--- src/power_down_defines.vh ---
`ifndef POWER_DOWN_DEFINES_VH
`define POWER_DOWN_DEFINES_VH

// ==========================================================
// Register map
`define ADDR_CTRL_PRIMARY 16'hFFF0
`define ADDR_CTRL_SECONDARY 16'hFFF1
`define ADDR_MODE_STATUS 16'hFFF2
`define RESET_CTRL_PRIMARY 8'h07
`define RESET_CTRL_SECONDARY 8'hE0
`define RESERVED_MASK_PRIMARY 8'h04
`define RESERVED_MASK_SECONDARY 8'hE0

// ==========================================================
// Primary control fields
`define BIT_DEEP_SLEEP 7
`define BIT_SETTLE_HI 6
`define BIT_SETTLE_LO 4
`define BIT_LOW_SPEED_ON 3
`define BIT_MEDIUM_DIVIDER_HI 1
`define BIT_MEDIUM_DIVIDER_LO 0

// ==========================================================
// Secondary control fields
`define BIT_NOISE_SAMPLE 4
`define BIT_DIRECT_TRANSFER 3
`define BIT_MEDIUM_SPEED_ON 2

// ==========================================================
// Timing counts in states
`define SETTLE_STATES_0 32'd8192
`define SETTLE_STATES_1 32'd16384
`define SETTLE_STATES_2 32'd32768
`define SETTLE_STATES_3 32'd65536
`define SETTLE_STATES_4 32'd131072
`define PRESCALER_WIDTH 13

`endif

--- src/settle_timer.v ---
`timescale 1ns/1ps
`default_nettype none
`include "power_down_defines.vh"

module settle_timer
#(
    parameter SCALE_SHIFT = 0
)
(
    // Clock and reset
    input wire i_mclk,
    input wire i_rst,
    // Control
    input wire i_start,
    input wire [2:0] i_settle_select,
    // Status
    output wire o_busy,
    output reg o_done
);

    // ==========================================================
    // Wait length from select code
    function [31:0] settle_states;
        input [2:0] sel;
        begin
            case (sel)
                3'h0: settle_states = `SETTLE_STATES_0;
                3'h1: settle_states = `SETTLE_STATES_1;
                3'h2: settle_states = `SETTLE_STATES_2;
                3'h3: settle_states = `SETTLE_STATES_3;
                default: settle_states = `SETTLE_STATES_4;
            endcase
        end
    endfunction

    reg [31:0] count;
    wire [31:0] load_value;

    assign load_value = settle_states(i_settle_select) >> SCALE_SHIFT;
    assign o_busy = (count != 32'h00000000);

    always @(posedge i_mclk)
    begin
        if (i_rst)
        begin
            count <= 32'h00000000;
            o_done <= 1'b0;
        end
        else
        begin
            o_done <= 1'b0;
            // Load one less: the registered done adds the last state
            if (i_start)
                count <= (load_value > 32'h00000001)
                    ? load_value - 32'h00000001 : 32'h00000001;
            else if (count != 32'h00000000)
            begin
                count <= count - 32'h00000001;
                if (count == 32'h00000001)
                    o_done <= 1'b1;
            end
        end
    end

endmodule

`default_nettype wire

--- src/medium_divider.v ---
`timescale 1ns/1ps
`default_nettype none
`include "power_down_defines.vh"

module medium_divider
(
    // Clock and reset
    input wire i_mclk,
    input wire i_rst,
    // Control
    input wire i_run,
    input wire i_medium,
    input wire [1:0] i_divide_select,
    // Outputs
    output reg o_tick,
    output reg [`PRESCALER_WIDTH-1:0] o_prescaler
);

    reg [6:0] div_count;
    reg [6:0] div_last;

    // ==========================================================
    // Divide by 16, 32, 64 or 128
    always @*
    begin
        case (i_divide_select)
            2'h0: div_last = 7'h0F;
            2'h1: div_last = 7'h1F;
            2'h2: div_last = 7'h3F;
            default: div_last = 7'h7F;
        endcase
    end

    wire step;
    assign step = !i_medium || (div_count >= div_last);

    always @(posedge i_mclk)
    begin
        if (i_rst || !i_run)
        begin
            div_count <= 7'h00;
            o_tick <= 1'b0;
            o_prescaler <= {`PRESCALER_WIDTH{1'b0}};
        end
        else
        begin
            o_tick <= step;
            div_count <= step ? 7'h00 : div_count + 7'h01;
            if (step)
                o_prescaler <= o_prescaler
                    + {{(`PRESCALER_WIDTH-1){1'b0}}, 1'b1};
        end
    end

endmodule

`default_nettype wire

--- src/power_down_mode_control.v ---
// Behaviour
// - Wake-up from sleep modes begins only after interrupt accepted
// - Deepest halt tri-states ports, keeps data
// - Frozen modes ignore pin and edge requests except always-on; timebase still wakes, other interrupts wake standby only
// - Sub modes: timebase counts only when selected
// - Two control registers at FFF0, FFF1
// - Decode four wake interrupt groups
// - Sleep instruction picks mode by deep-sleep bit
// - Settle wait from three-bit select
// - Medium speed divides clock 16 to 128
// - Stopped system clock clears prescaler
//
// Our own choice: strobed register access.
`timescale 1ns/1ps
`default_nettype none
`include "power_down_defines.vh"

module power_down_mode_control
#(
    parameter SETTLE_SHIFT = 0
)
(
    // Clock and reset
    input wire i_mclk,
    input wire i_rst,
    // Register port
    input wire [15:0] i_addr,
    input wire [7:0] i_wdata,
    input wire i_wr,
    input wire i_rd,
    output reg [7:0] o_rdata,
    // CPU sequencing
    input wire i_sleep_exec,
    input wire i_irq_accepted,
    input wire i_timekeeping_sel,
    // Interrupt request pins
    input wire i_always_on_ext_request,
    input wire [3:1] i_ext_request,
    input wire [7:0] i_edge_request,
    input wire i_timebase_irq,
    input wire i_other_irq,
    // Mode state
    output reg [7:0] o_mode,
    output wire o_cpu_run,
    output wire o_sys_osc_run,
    output wire o_port_oe_n,
    output wire o_periph_reset,
    output wire o_ext_irq_freeze,
    output wire o_timebase_run,
    output wire o_sys_tick,
    output wire [`PRESCALER_WIDTH-1:0] o_system_clock_prescaler,
    output wire [3:0] o_wake_group,
    output wire [3:0] o_req_latched
);

    // ==========================================================
    // Mode states, one-hot
    localparam [7:0] M_ACTIVE_HI = 8'h01;
    localparam [7:0] M_ACTIVE_MED = 8'h02;
    localparam [7:0] M_SUBACTIVE = 8'h04;
    localparam [7:0] M_SLEEP = 8'h08;
    localparam [7:0] M_SUBSLEEP = 8'h10;
    localparam [7:0] M_WATCH = 8'h20;
    localparam [7:0] M_STANDBY = 8'h40;
    localparam [7:0] M_SETTLE = 8'h80;

    // ==========================================================
    // Pin synchronisers
    reg [11:0] sync_a;
    reg [11:0] sync_b;
    always @(posedge i_mclk)
    begin
        if (i_rst)
        begin
            sync_a <= 12'h000;
            sync_b <= 12'h000;
        end
        else
        begin
            sync_a <= {i_edge_request, i_ext_request,
                       i_always_on_ext_request};
            sync_b <= sync_a;
        end
    end

    wire always_on_ext_request_s;
    wire [3:1] irq_s;
    wire [7:0] edge_s;
    assign always_on_ext_request_s = sync_b[0];
    assign irq_s = sync_b[3:1];
    assign edge_s = sync_b[11:4];

    // ==========================================================
    // Control registers
    reg deep_sleep_select;
    reg [2:0] wakeup_settle_select;
    reg low_speed_on;
    reg medium_divider_hi;
    reg medium_divider_lo;
    reg noise_sample_fast;
    reg direct_transfer;
    reg medium_speed_on;

    wire [7:0] power_control_primary;
    wire [7:0] power_control_secondary;
    assign power_control_primary = {deep_sleep_select, wakeup_settle_select,
        low_speed_on, 1'b1, medium_divider_hi, medium_divider_lo};
    assign power_control_secondary = {3'h7, noise_sample_fast,
        direct_transfer, medium_speed_on, 2'h0};

    // Reset images, sliced per field
    wire [7:0] reset_primary;
    wire [7:0] reset_secondary;
    assign reset_primary = `RESET_CTRL_PRIMARY;
    assign reset_secondary = `RESET_CTRL_SECONDARY;

    always @(posedge i_mclk)
    begin
        if (i_rst)
        begin
            {deep_sleep_select, wakeup_settle_select, low_speed_on}
                <= reset_primary[7:3];
            {medium_divider_hi, medium_divider_lo}
                <= reset_primary[1:0];
            {noise_sample_fast, direct_transfer, medium_speed_on}
                <= reset_secondary[4:2];
        end
        else if (i_wr && i_addr == `ADDR_CTRL_PRIMARY)
        begin
            deep_sleep_select <= i_wdata[`BIT_DEEP_SLEEP];
            wakeup_settle_select <= i_wdata[`BIT_SETTLE_HI:`BIT_SETTLE_LO];
            low_speed_on <= i_wdata[`BIT_LOW_SPEED_ON];
            medium_divider_hi <= i_wdata[`BIT_MEDIUM_DIVIDER_HI];
            medium_divider_lo <= i_wdata[`BIT_MEDIUM_DIVIDER_LO];
        end
        else if (i_wr && i_addr == `ADDR_CTRL_SECONDARY)
        begin
            noise_sample_fast <= i_wdata[`BIT_NOISE_SAMPLE];
            direct_transfer <= i_wdata[`BIT_DIRECT_TRANSFER];
            medium_speed_on <= i_wdata[`BIT_MEDIUM_SPEED_ON];
        end
    end

    // Read data one cycle after the strobe
    always @(posedge i_mclk)
    begin
        if (i_rst)
            o_rdata <= 8'h00;
        else if (i_rd)
        begin
            case (i_addr)
                `ADDR_CTRL_PRIMARY: o_rdata <= power_control_primary;
                `ADDR_CTRL_SECONDARY: o_rdata <= power_control_secondary;
                `ADDR_MODE_STATUS: o_rdata <= o_mode;
                default: o_rdata <= 8'h00;
            endcase
        end
        else
            o_rdata <= 8'h00;
    end

    // ==========================================================
    // Mode classification
    wire sys_stopped;
    wire frozen;
    wire sub_mode;
    assign sys_stopped = (o_mode == M_STANDBY) || (o_mode == M_WATCH) ||
        (o_mode == M_SUBACTIVE) || (o_mode == M_SUBSLEEP) ||
        (o_mode == M_SETTLE);
    assign frozen = (o_mode == M_STANDBY) || (o_mode == M_WATCH);
    assign sub_mode = (o_mode == M_WATCH) || (o_mode == M_SUBACTIVE) ||
        (o_mode == M_SUBSLEEP);

    // ==========================================================
    // Request flags, frozen inputs ignored
    reg [3:1] irq_flag;
    reg edge_any_flag;
    reg [3:1] irq_prev;
    reg [7:0] edge_prev;
    wire [3:1] irq_rise;
    wire edge_rise;
    assign irq_rise = irq_s & ~irq_prev;
    assign edge_rise = |(edge_s & ~edge_prev);

    always @(posedge i_mclk)
    begin
        if (i_rst)
        begin
            irq_flag <= 3'h0;
            edge_any_flag <= 1'b0;
            irq_prev <= 3'h0;
            edge_prev <= 8'h00;
        end
        else
        begin
            irq_prev <= irq_s;
            edge_prev <= edge_s;
            if (!frozen)
            begin
                irq_flag <= irq_rise | (irq_flag & ~{3{i_irq_accepted}});
                edge_any_flag <= edge_rise |
                    (edge_any_flag & ~i_irq_accepted);
            end
        end
    end
    assign o_req_latched = {edge_any_flag, irq_flag};
    assign o_ext_irq_freeze = frozen;

    // ==========================================================
    // Wake groups
    wire ext_any;
    assign ext_any = always_on_ext_request_s | (|irq_flag);
    assign o_wake_group[0] = i_timebase_irq | always_on_ext_request_s;
    assign o_wake_group[1] = i_timebase_irq | ext_any | edge_any_flag;
    assign o_wake_group[2] = o_wake_group[1] | i_other_irq;
    assign o_wake_group[3] = irq_flag[1] | always_on_ext_request_s;

    // ==========================================================
    // Settle timer and clock divider
    wire settle_start;
    wire settle_done;
    settle_timer #(.SCALE_SHIFT(SETTLE_SHIFT)) u_settle
    (
        .i_mclk(i_mclk),
        .i_rst(i_rst),
        .i_start(settle_start),
        .i_settle_select(wakeup_settle_select),
        .o_busy(),
        .o_done(settle_done)
    );

    medium_divider u_divider
    (
        .i_mclk(i_mclk),
        .i_rst(i_rst),
        .i_run(!sys_stopped),
        .i_medium((o_mode == M_ACTIVE_MED) || (o_mode == M_SLEEP &&
            medium_speed_on)),
        .i_divide_select({medium_divider_hi, medium_divider_lo}),
        .o_tick(o_sys_tick),
        .o_prescaler(o_system_clock_prescaler)
    );

    // ==========================================================
    // Mode sequencer
    reg [7:0] next_mode;
    wire wake_to_sys;
    assign wake_to_sys = !low_speed_on;
    assign settle_start = i_irq_accepted && frozen && wake_to_sys &&
        ((o_mode == M_STANDBY) ? o_wake_group[2] : o_wake_group[0]);

    always @*
    begin
        next_mode = o_mode;
        case (o_mode)
            M_ACTIVE_HI, M_ACTIVE_MED:
                if (i_sleep_exec)
                    next_mode = deep_sleep_select ?
                        (i_timekeeping_sel ? M_WATCH : M_STANDBY)
                        : M_SLEEP;
            M_SUBACTIVE:
                if (i_sleep_exec)
                    next_mode = deep_sleep_select ? M_WATCH
                        : M_SUBSLEEP;
            M_SLEEP:
                if (i_irq_accepted)
                    next_mode = medium_speed_on ? M_ACTIVE_MED : M_ACTIVE_HI;
            M_SUBSLEEP:
                if (i_irq_accepted && o_wake_group[1])
                    next_mode = M_SUBACTIVE;
            M_WATCH, M_STANDBY:
                if (settle_start)
                    next_mode = M_SETTLE;
                else if (i_irq_accepted && !wake_to_sys &&
                    o_mode == M_WATCH && o_wake_group[0])
                    next_mode = M_SUBACTIVE;
            M_SETTLE:
                if (settle_done)
                    next_mode = medium_speed_on ? M_ACTIVE_MED : M_ACTIVE_HI;
            default:
                next_mode = M_ACTIVE_HI;
        endcase
    end

    always @(posedge i_mclk)
    begin
        if (i_rst)
            o_mode <= M_ACTIVE_HI;
        else
            o_mode <= next_mode;
    end

    // ==========================================================
    // Unit control per mode
    assign o_cpu_run = (o_mode == M_ACTIVE_HI) || (o_mode == M_ACTIVE_MED) ||
        (o_mode == M_SUBACTIVE);
    assign o_sys_osc_run = !sys_stopped || (o_mode == M_SETTLE);
    assign o_port_oe_n = (o_mode == M_STANDBY);
    assign o_periph_reset = sys_stopped && (o_mode != M_SETTLE);
    assign o_timebase_run = sub_mode ? i_timekeeping_sel
        : (o_mode != M_STANDBY);

endmodule

`default_nettype wire

--- config.mk ---
export PLATFORM = sky130hd
export DESIGN_NAME = power_down_mode_control
export DESIGN_NICKNAME = d
export VERILOG_FILES = /design/src/settle_timer.v /design/src/medium_divider.v /design/src/power_down_mode_control.v
export VERILOG_INCLUDE_DIRS = /design/src /design/src/src
export SDC_FILE = /design/constraint.sdc
export NUM_CORES = 1
export LEC_CHECK = 0
export ABC_CLOCK_PERIOD_IN_PS = 2400
export BUFFER_PORTS_ARGS = -buffer_cell sky130_fd_sc_hd__buf_2
export CAP_MARGIN = 20
export CORE_ASPECT_RATIO = 2
export CORE_UTILIZATION = 30
export CTS_CLUSTER_SIZE = 25
export DETAILED_ROUTE_END_ITERATION = 10
export MAX_ROUTING_LAYER = met4
export PLACE_DENSITY = 0.56
export SLEW_MARGIN = 0
export SYNTH_ARGS = -nofsm -noshare
export SYNTH_HDL_FRONTEND = slang
export SYNTH_SLANG_ARGS = --single-unit
--- constraint.sdc ---
create_clock -name i_mclk -period 2.4 [get_ports i_mclk]
set_input_delay 0 -clock i_mclk [delete_from_list [all_inputs] [get_ports i_mclk]]
set_output_delay 0 -clock i_mclk [all_outputs]
set_load 0.03 [all_outputs]
# After elaboration in Yosys (flattened, before gate mapping)
# Index checks and enable logic that the tools add are counted.
# totals
reg_bits	119
inputBits	45
out_inout_bits	44
wordCells	131
# classes
addsub	4
magnitude_cmp	2
n_eq_ne	25
mux	21
bitwise	19
n_reduce_logical	39
# op_table
cell	count
$mux 32	3
$pmux 18 s4	1
$mux 8	7
$eq 16x16->1 const B	3
$pmux 8 s6	1
$eq 32x1->1 const B	1
$reduce_bool 32->1	1
$sub 32x1->32 const B	1
$pmux 8 s3	1
$pmux 7 s3	1
$sub 18x1->19 const B	1
$gt 18x1->1 const B	1
$mux 7	2
$add 13x1->13 const B	1
$logic_or 1x1->1	12
$logic_and 1x1->1	11
$and 8x8->8	1
$eq 8x1->1 const B	1
$eq 8x2->1 const B	1
$eq 8x3->1 const B	1
$eq 8x4->1 const B	1
$eq 8x5->1 const B	1
$eq 8x6->1 const B	1
$eq 8x7->1 const B	1
31 further kinds	54

# Depth between registers and ports, before layout
# Gate-level depths: netlist (run 1).
# logic_depth
ltp_word	9
ltp_mapped	9
ltp_nobuf	8

# Modules after synthesis
# Synthesis (run 1) repeated with hierarchy kept, for this count alone.
# unflattened
hier_cells	618
area_unflattened_um2	5550.3
# by_module_without_submodules
module	instances	cells_per_inst	area_per_inst_um2
power_down_mode_control	1	282	2592.5
settle_timer	1	206	1804.2
medium_divider	1	130	1153.6

# Least setup slack after synthesis (run 1)
# OpenSTA, ideal clock, no wires.
# synth_path
path_type	reg2reg
startpoint	reg o_mode[6]
endpoint	reg u_divider.div_count[2]
setup_time_ns	0.064
arrival_ns	2.648
setup_slack_ns	-0.312
stages_incl_launch_ff	10
cell_sequence	dfxtp_1 > clkbuf_1 > xor2_1 > nand3_1 > nand3_1 > or3b_2 > clkbuf_1 > or2_2 > clkbuf_1 > nor2_1
# synth_between
elab_chain_len	7
# synth_rtl
item	line_no	text
from (decl)	power_down_mode_control.v:43	output reg [7:0] o_mode,
from (signal assigned)	power_down_mode_control.v:290	o_mode <= next_mode;
$eq 8x7->1 / $eq 8x6->1 (equally long branches)	power_down_mode_control.v:167	assign sys_stopped = (o_mode == M_STANDBY) || (o_mode == M_WATCH) ||
$logic_or 1x1->1 (2 in series)	power_down_mode_control.v:167	
$logic_or 1x1->1 (2 in series)	power_down_mode_control.v:168	(o_mode == M_SUBACTIVE) || (o_mode == M_SUBSLEEP) ||
$logic_or 1x1->1	medium_divider.v:39	if (i_rst || !i_run)
$reduce_or 2->1 (no source line) *	-	
to (signal assigned)	medium_divider.v:48	div_count <= step ? 7'h00 : div_count + 7'h01;
to (decl)	medium_divider.v:19	reg [6:0] div_count;
# Mark *: on every way between the ends. The rest lies on a longest branch, timed or not.
# A chain may end at the register's enable or synchronous reset.

# Worst setup path after layout (run 1)
# layout_path
startpoint	reg u_settle.count[20]
endpoint	reg u_settle.count[17]
# layout_between
elab_chain_len	2
# layout_rtl
item	line_no	text
from (decl)	settle_timer.v:36	reg [31:0] count;
from (signal assigned)	settle_timer.v:54	count <= (load_value > 32'h00000001)
from (signal assigned)	settle_timer.v:58	count <= count - 32'h00000001;
$reduce_bool 32->1	-	
$reduce_bool 2->1 (no source line)	-	
# No other way between the ends.

==> results.py, run 1 <==
metrics = {
    "yosys": {
        "synthAdderAreaFrac_pct": 2.16,
        "synth_top_family_by_area": "simple AND/OR/NAND/NOR gates",
        "yosysWarnings": 0,
        "synthesis.area_um2": 5220,
        "ys_seq_area_share_pct": 45.7,
        "synth_seq_cells": 119,
        "synth_nets": 647,
        "synthMuxAreaShare_pct": 3.48,
        "synth-async-reset-ratio_pct": 0,
        "syn_avg_cell_area_um2": 8.80,
        "synthCells": 593,
        "synth-main-ff-cell": "dfxtp_1",
        "synth.most_common_cell": "dfxtp_1",
        "synth_compound_area_share_pct": 9.09,
        "yosysUniqueCellTypes": 58,
        "synth_edf_count": 0,
        "netlist_top_cells_area": "dfxtp_1 (46%), nor2_1 (6.9%), xnor2_1 (4.9%)",
        "synth_top_area_cell": "dfxtp_1",
        "yosys.area_share.simple_pct": 28.1,
        "synth_xor_xnor_area_share_pct": 7.39,
        "synth_common_cells": "dfxtp_1 (119), nor2_1 (96), nand2_1 (33)",
        "synth_top_cell_area_share_pct": 45.7,
    },
    "critical_path": {
        "cp.arrival_ps": 2630,
        "crit_top_cell": "or4_4",
        "path_cells": "or4_4 -> or4_4 -> nor4_4 -> buf_6 -> nor2_2 -> clkinv_2 -> o22ai_1",
        "required_ps": 2690,
        "cp_slowest_cell": "or4_4",
        "crit_fanout": 7,
        "end_kind": "register",
        "crit_type": "reg -> reg",
        "crit_buf_inv": 2,
        "cp_top_family": "simple AND/OR/NAND/NOR gates",
        "cpPeakStageDelay_ps": 540,
        "start_kind": "register",
    },
    "flow_run": {
        "maxCapViolations": 0,
    },
    "finish": {
        "fillers": 1671,
        "register_area_um2": 2390,
        "area_growth_pct": 37.7,
        "num_antenna_cells": 0,
        "final_util_pct": 42.6,
        "layout.cells.non_filler": 971,
        "drive_gt1_share_pct": 29.5,
        "multi_input_area_um2": 2760,
        "nets": 805,
    },
    "timing": {
        "finalSetupTns_ps": 0,
        "fin_crit_ps": 2340,
        "finalMaxSlewViolations": 0,
        "hold_slack_ps": 26.5,
        "slew_headroom_pct": 66.2,
        "max_freq_mhz": 427,
        "worst-slew-pin-transition_ps": 506,
        "rsz0062_at_grt": "yes",
        "min_period_over_period_pct": 97.5,
        "fin_skew_ps": 8.59,
        "hold_viol_final": 0,
        "final-setup-viol-count": 0,
    },
    "route": {
        "drc": 0,
        "vias": 4604,
        "drt-wirelength-per-cell_um": 14.4,
        "drt_iter0_drc": 112,
        "ant_nets": 0,
        "vias_per_cell": 4.74,
        "detail_route.first_pass.iterations": 4,
        "routed_wl_um": 14000,
    },
    "global_route": {
        "grt_pass1_wl_um": 22400,
        "grt_pass1_vias": 4644,
        "grt.met2_usage_pct": 31.1,
        "grt.overflow.total": 0,
        "use_met3_pct": 3.43,
        "met1_usage_pct": 16.2,
        "grt_antenna_before_repair": 0,
        "grt_util_all_layers_pct": 16.8,
        "grt_max_degree": 25,
        "busiest_layer": "met2",
    },
    "floorplan": {
        "core_area_um2": 16800,
        "die_area_um2": 18000,
        "start_util_pct": 31.0,
        "die_w_um": 95.3,
        "fp-row-count": 67,
        "io_pins": 89,
        "fp.dieH_um": 189,
    },
    "cts": {
        "cts_buffers": 17,
        "clkLatencyLatePin_ps": 420,
        "cts_tree": "built",
        "cts_sinks": 119,
        "cts-root-buf": "clkbuf_16",
        "clk_pin_slew_worst_paths_ps": 60,
        "cts-htree-levels": 4,
        "cts_buffer_depth": 2,
    },
    "placement": {
        "gp_congestion": 0.809,
        "dpl.hpwl_um": 10200,
        "port-buffer-count": 88,
        "place_inst": 908,
    },
    "status": {
        "status": "finished, final reports clean",
    },
    "pwr": {
        "vdd_ir_drop_max_mv": 0.558,
        "power_density_nw_per_um2": 1100,
        "p_leak_nw": 3.00,
    },
    "min_path": {
        "min-delay-path-class": "in -> reg",
    },
}
## area by class of cell
type                    instances  area share [%]
clock buffers                  17            5.92
clock inverters                15            1.92
inverters                      21            1.11
multi-input cells             423            38.4
flip-flops and latches        119            33.3
well taps                     207            3.60
repair buffers                169            15.7
## state kept, by name (all words and copies together), names as in the netlist, 3 cells and up
signal and count:
o_rdata 8, sync_a 12, irq_prev 3, edge_prev 8, o_mode 8, u_settle.count 32, u_divider.o_prescaler 13, wakeup_settle_select 3
irq_flag 3, u_divider.div_count 7, sync_b 12
## layer usage
metal | up-vias | part of all wire, %
met2 | 95 | 56
met1 | 2120 | 39
li1 | 2363 | -
met3 | 26 | 3.1
met4 | 0 | 2.4
met5 | - | 0
## cell usage in the layout (no fill, tap or decap), types with 3 or more instances in the layout
master           n
and3_1           3
nor4_4           3
clkbuf_16       17
nor2_2           3
nor2_1          93
or4_1            3
dlygate4sd3_1   28
inv_6            5
nor3_1          24
dfxtp_2          7
o21ai_0         12
mux2i_1         17
o21ai_1          5
buf_2           88
nand2b_1         6
dfxtp_1        112
xnor2_1         29
inv_1           17
a32oi_1          3
xor2_1          15
nand4_1         11
nor4_2           5
or4_4            6
nand3_1         11
buf_4           50
nand4b_1         5
or2_2            7
nor4_1           5
nand2_1         32
nor4b_1          3
or3_1           11
a21oi_1         24
ha_1             7
nor2b_1         31
clkinvlp_4       5
o211ai_1         3
o22ai_1          7
buf_6            3
## report_power, final
group / internal [mW] / switching, mW
Clock: 1.36 / 1.04
Combinational: 1.53 / 1.54
Sequential: 2.23 / 0.230
Total: 5.11 / 2.81
## per-stage QoR
step	total power, mW	cell area [um^2]	setup WS, ps
6_report	7.93	7190	59.2
5_1_grt	8.39	7190	-21.0
4_1_cts	7.71	7070	-81.8
3_5_place_dp	5.14	6170	-70.5
3_3_place_gp	5.13	6170	-52.3
2_1_floorplan	4.14	5240	22.6
## worst paths after layout
check / slack, ps / from / end / cells past startpoint
setup / recovery: 60 / u_settle.count[20] / u_settle.count[17] / 7
hold / removal: 30 / i_addr[1] / o_rdata[7] / 4
setup reg to reg: 60 / u_settle.count[20] / u_settle.count[17] / 7
hold reg to reg: 430 / sync_b[9] / edge_prev[5] / 2
## what timing repair did
action | 4_1_cts | 5_1_grt
hold endpoints to repair | 35 | 0
endpoints found under the setup margin | 23 | 32
pin swaps | 13 | 10
gates resized for setup | 18 | 22
setup buffers | 2 | 2
hold buffers | 28 | 0
## worst register-to-register path, stage by stage, from the launching register on
cell	delay, ps
dfxtp_2	350
or4_4	520
or4_4	540
nor4_4	340
buf_6	190
nor2_2	50
clkinv_2	120
o22ai_1	90
## kinds of logic (layout without fill, tap and decap cells)
| group | Yosys count | after routing |
|---|---|---|
| AOI/OAI and AO/OA | 74 | 74 |
| adders and majority gates | 9 | 9 |
| DFF | 119 | 119 |
| buffers and inverters | 51 | 222 |
| muxes | 18 | 18 |
| xor gates and xnor gates | 44 | 44 |
| and+or+nand+nor | 278 | 278 |
Power figures use the tool's default switching activity.
==> run 2: changes to the inputs <==
==> constraint.sdc (replaced) <==
create_clock -name i_mclk -period 2.4 [get_ports i_mclk]
set_input_delay 0.48 -clock i_mclk [delete_from_list [all_inputs] [get_ports i_mclk]]
set_output_delay 0.48 -clock i_mclk [all_outputs]
set_load 0.03 [all_outputs]
==> results.py, run 2 (synthesis gave the netlist of run 1 again) <==
metrics = {
    "timing": {
        "finalMaxSlewViolations": 0,
        "max_freq_mhz": 420,
        "worst-slew-pin-transition_ps": 528,
        "min_period_over_period_pct": 99.1,
        "slew_headroom_pct": 64.3,
        "layout_setup_ws_ps": 20.7,
        "rsz0062_at_grt": "yes",
        "final-setup-viol-count": 0,
        "hold_viol_final": 0,
        "fin_skew_ps": 9.79,
        "hold_slack_ps": 265,
        "fin_crit_ps": 2380,
    },
    "global_route": {
        "met1_usage_pct": 15.8,
        "use_met3_pct": 3.15,
        "grt.overflow.total": 0,
        "grt.met2_usage_pct": 30.0,
        "grt_pass1_vias": 4468,
        "grt_max_degree": 36,
        "grt_util_all_layers_pct": 16.4,
        "grt_antenna_before_repair": 0,
        "grt_pass1_wl_um": 21600,
        "busiest_layer": "met2",
    },
    "cts": {
        "clkLatencyLatePin_ps": 420,
        "cts_hold_buffers": 0,
        "cts_tree": "built",
        "cts-htree-levels": 4,
        "cts_buffer_depth": 2,
        "cts_sinks": 119,
        "cts-root-buf": "clkbuf_16",
        "cts_buffers": 17,
        "clk_pin_slew_worst_paths_ps": 60,
    },
    "floorplan": {
        "start_util_pct": 31.0,
        "fp-row-count": 67,
        "die_w_um": 95.3,
        "io_pins": 89,
        "core_area_um2": 16800,
        "fp.dieH_um": 189,
        "die_area_um2": 18000,
    },
    "placement": {
        "place_ws_ps": -75.8,
        "dpl.hpwl_um": 10200,
        "gp_congestion": 0.837,
        "place_area_um2": 6180,
        "port-buffer-count": 88,
    },
    "critical_path": {
        "crit_buf_inv": 4,
        "end_kind": "register",
        "crit_top_cell": "buf_4",
        "crit_fanout": 4,
        "start_kind": "register",
        "crit_type": "reg -> reg",
        "required_ps": 2700,
        "cp.arrival_ps": 2680,
        "path_cells": "inv_2 -> ha_4 -> or4b_4 -> or4_4 -> buf_4 -> nand4b_1 -> buf_4 -> buf_4 -> xor2_1 -> nor2_1",
        "cp_top_family": "simple AND/OR/NAND/NOR gates",
        "cpPeakStageDelay_ps": 520,
        "cp_slowest_cell": "or4_4",
    },
    "finish": {
        "top_register": "u_settle.count",
        "largest_reg_flops": 32,
        "fillers": 1673,
        "nets": 788,
        "top_regs": "u_settle.count x32, u_divider.o_prescaler x13",
        "final_cell_mix": "dfxtp_1 (112), nor2_1 (91), buf_2 (85)",
        "area_growth_pct": 36.3,
        "drive_gt1_share_pct": 32.0,
        "num_antenna_cells": 0,
        "design_area_um2": 7110,
        "final_common_cell": "dfxtp_1",
    },
    "pwr": {
        "p_total_mw": 8.21,
        "power_density_nw_per_um2": 1150,
        "p_leak_nw": 2.98,
        "vdd_ir_drop_max_mv": 0.554,
    },
    "status": {
        "status": "finished, final reports clean",
    },
    "route": {
        "vias_per_cell": 4.81,
        "drc": 0,
        "detail_route.first_pass.iterations": 4,
        "vias": 4585,
        "drt-wirelength-per-cell_um": 14.4,
        "routed_wl_um": 13700,
        "drt_iter0_drc": 134,
        "ant_nets": 0,
    },
    "min_path": {
        "min-delay-path-class": "in -> reg",
    },
    "flow_run": {
        "maxCapViolations": 0,
    },
}
[run 2: power by group]
group / switching, mW / total, mW / internal (mW) / leakage (nW)
logic: 1.62 / 3.19 / 1.56 / 1.71
registers: 0.212 / 2.44 / 2.23 / 0.973
clock network: 0.997 / 2.58 / 1.58 / 0.292
total: 2.83 / 8.21 / 5.38 / 2.98
[run 2: final timing paths]
kind | from | end | slack (ps) | cells after the start
min | i_ext_request[1] | sync_a[1] | 260 | 2
max | u_settle.count[1] | u_settle.count[24] | 20 | 10
max reg2reg | u_settle.count[1] | u_settle.count[24] | 20 | 10
min reg2reg | sync_b[6] | edge_prev[2] | 430 | 2
[run 2: stage by stage]
stage,utilization (%),instances,TNS (ps)
2_1_floorplan,-,593,0
3_3_place_gp,36.7,909,-145
3_5_place_dp,36.7,909,-561
4_1_cts,40.8,943,-559
5_1_grt,42.2,954,-713
6_report,42.2,954,0
[run 2: final cells by class]
cell class / instances / area, um^2 / area share [%]
tap: 207 / 259 / 3.64
timing repair buffer: 152 / 947 / 13.3
sequential: 119 / 2400 / 33.7
clock buffer: 18 / 439 / 6.18
multi-input combinational: 423 / 2820 / 39.7
inverter: 21 / 81.3 / 1.14
clock inverter: 14 / 164 / 2.31
[run 2: what timing repair did]
item,in CTS,in global routing
resized for setup,28,30
endpoints found under the setup margin,24,38
pin swaps,9,16
setup buffers,3,11
[run 2: per-layer routing]
layer / vias up / wire length (um)
met5: - / 0
li1: 2326 / -
met4: 0 / 385
met2: 106 / 7690
met3: 25 / 552
met1: 2128 / 5100
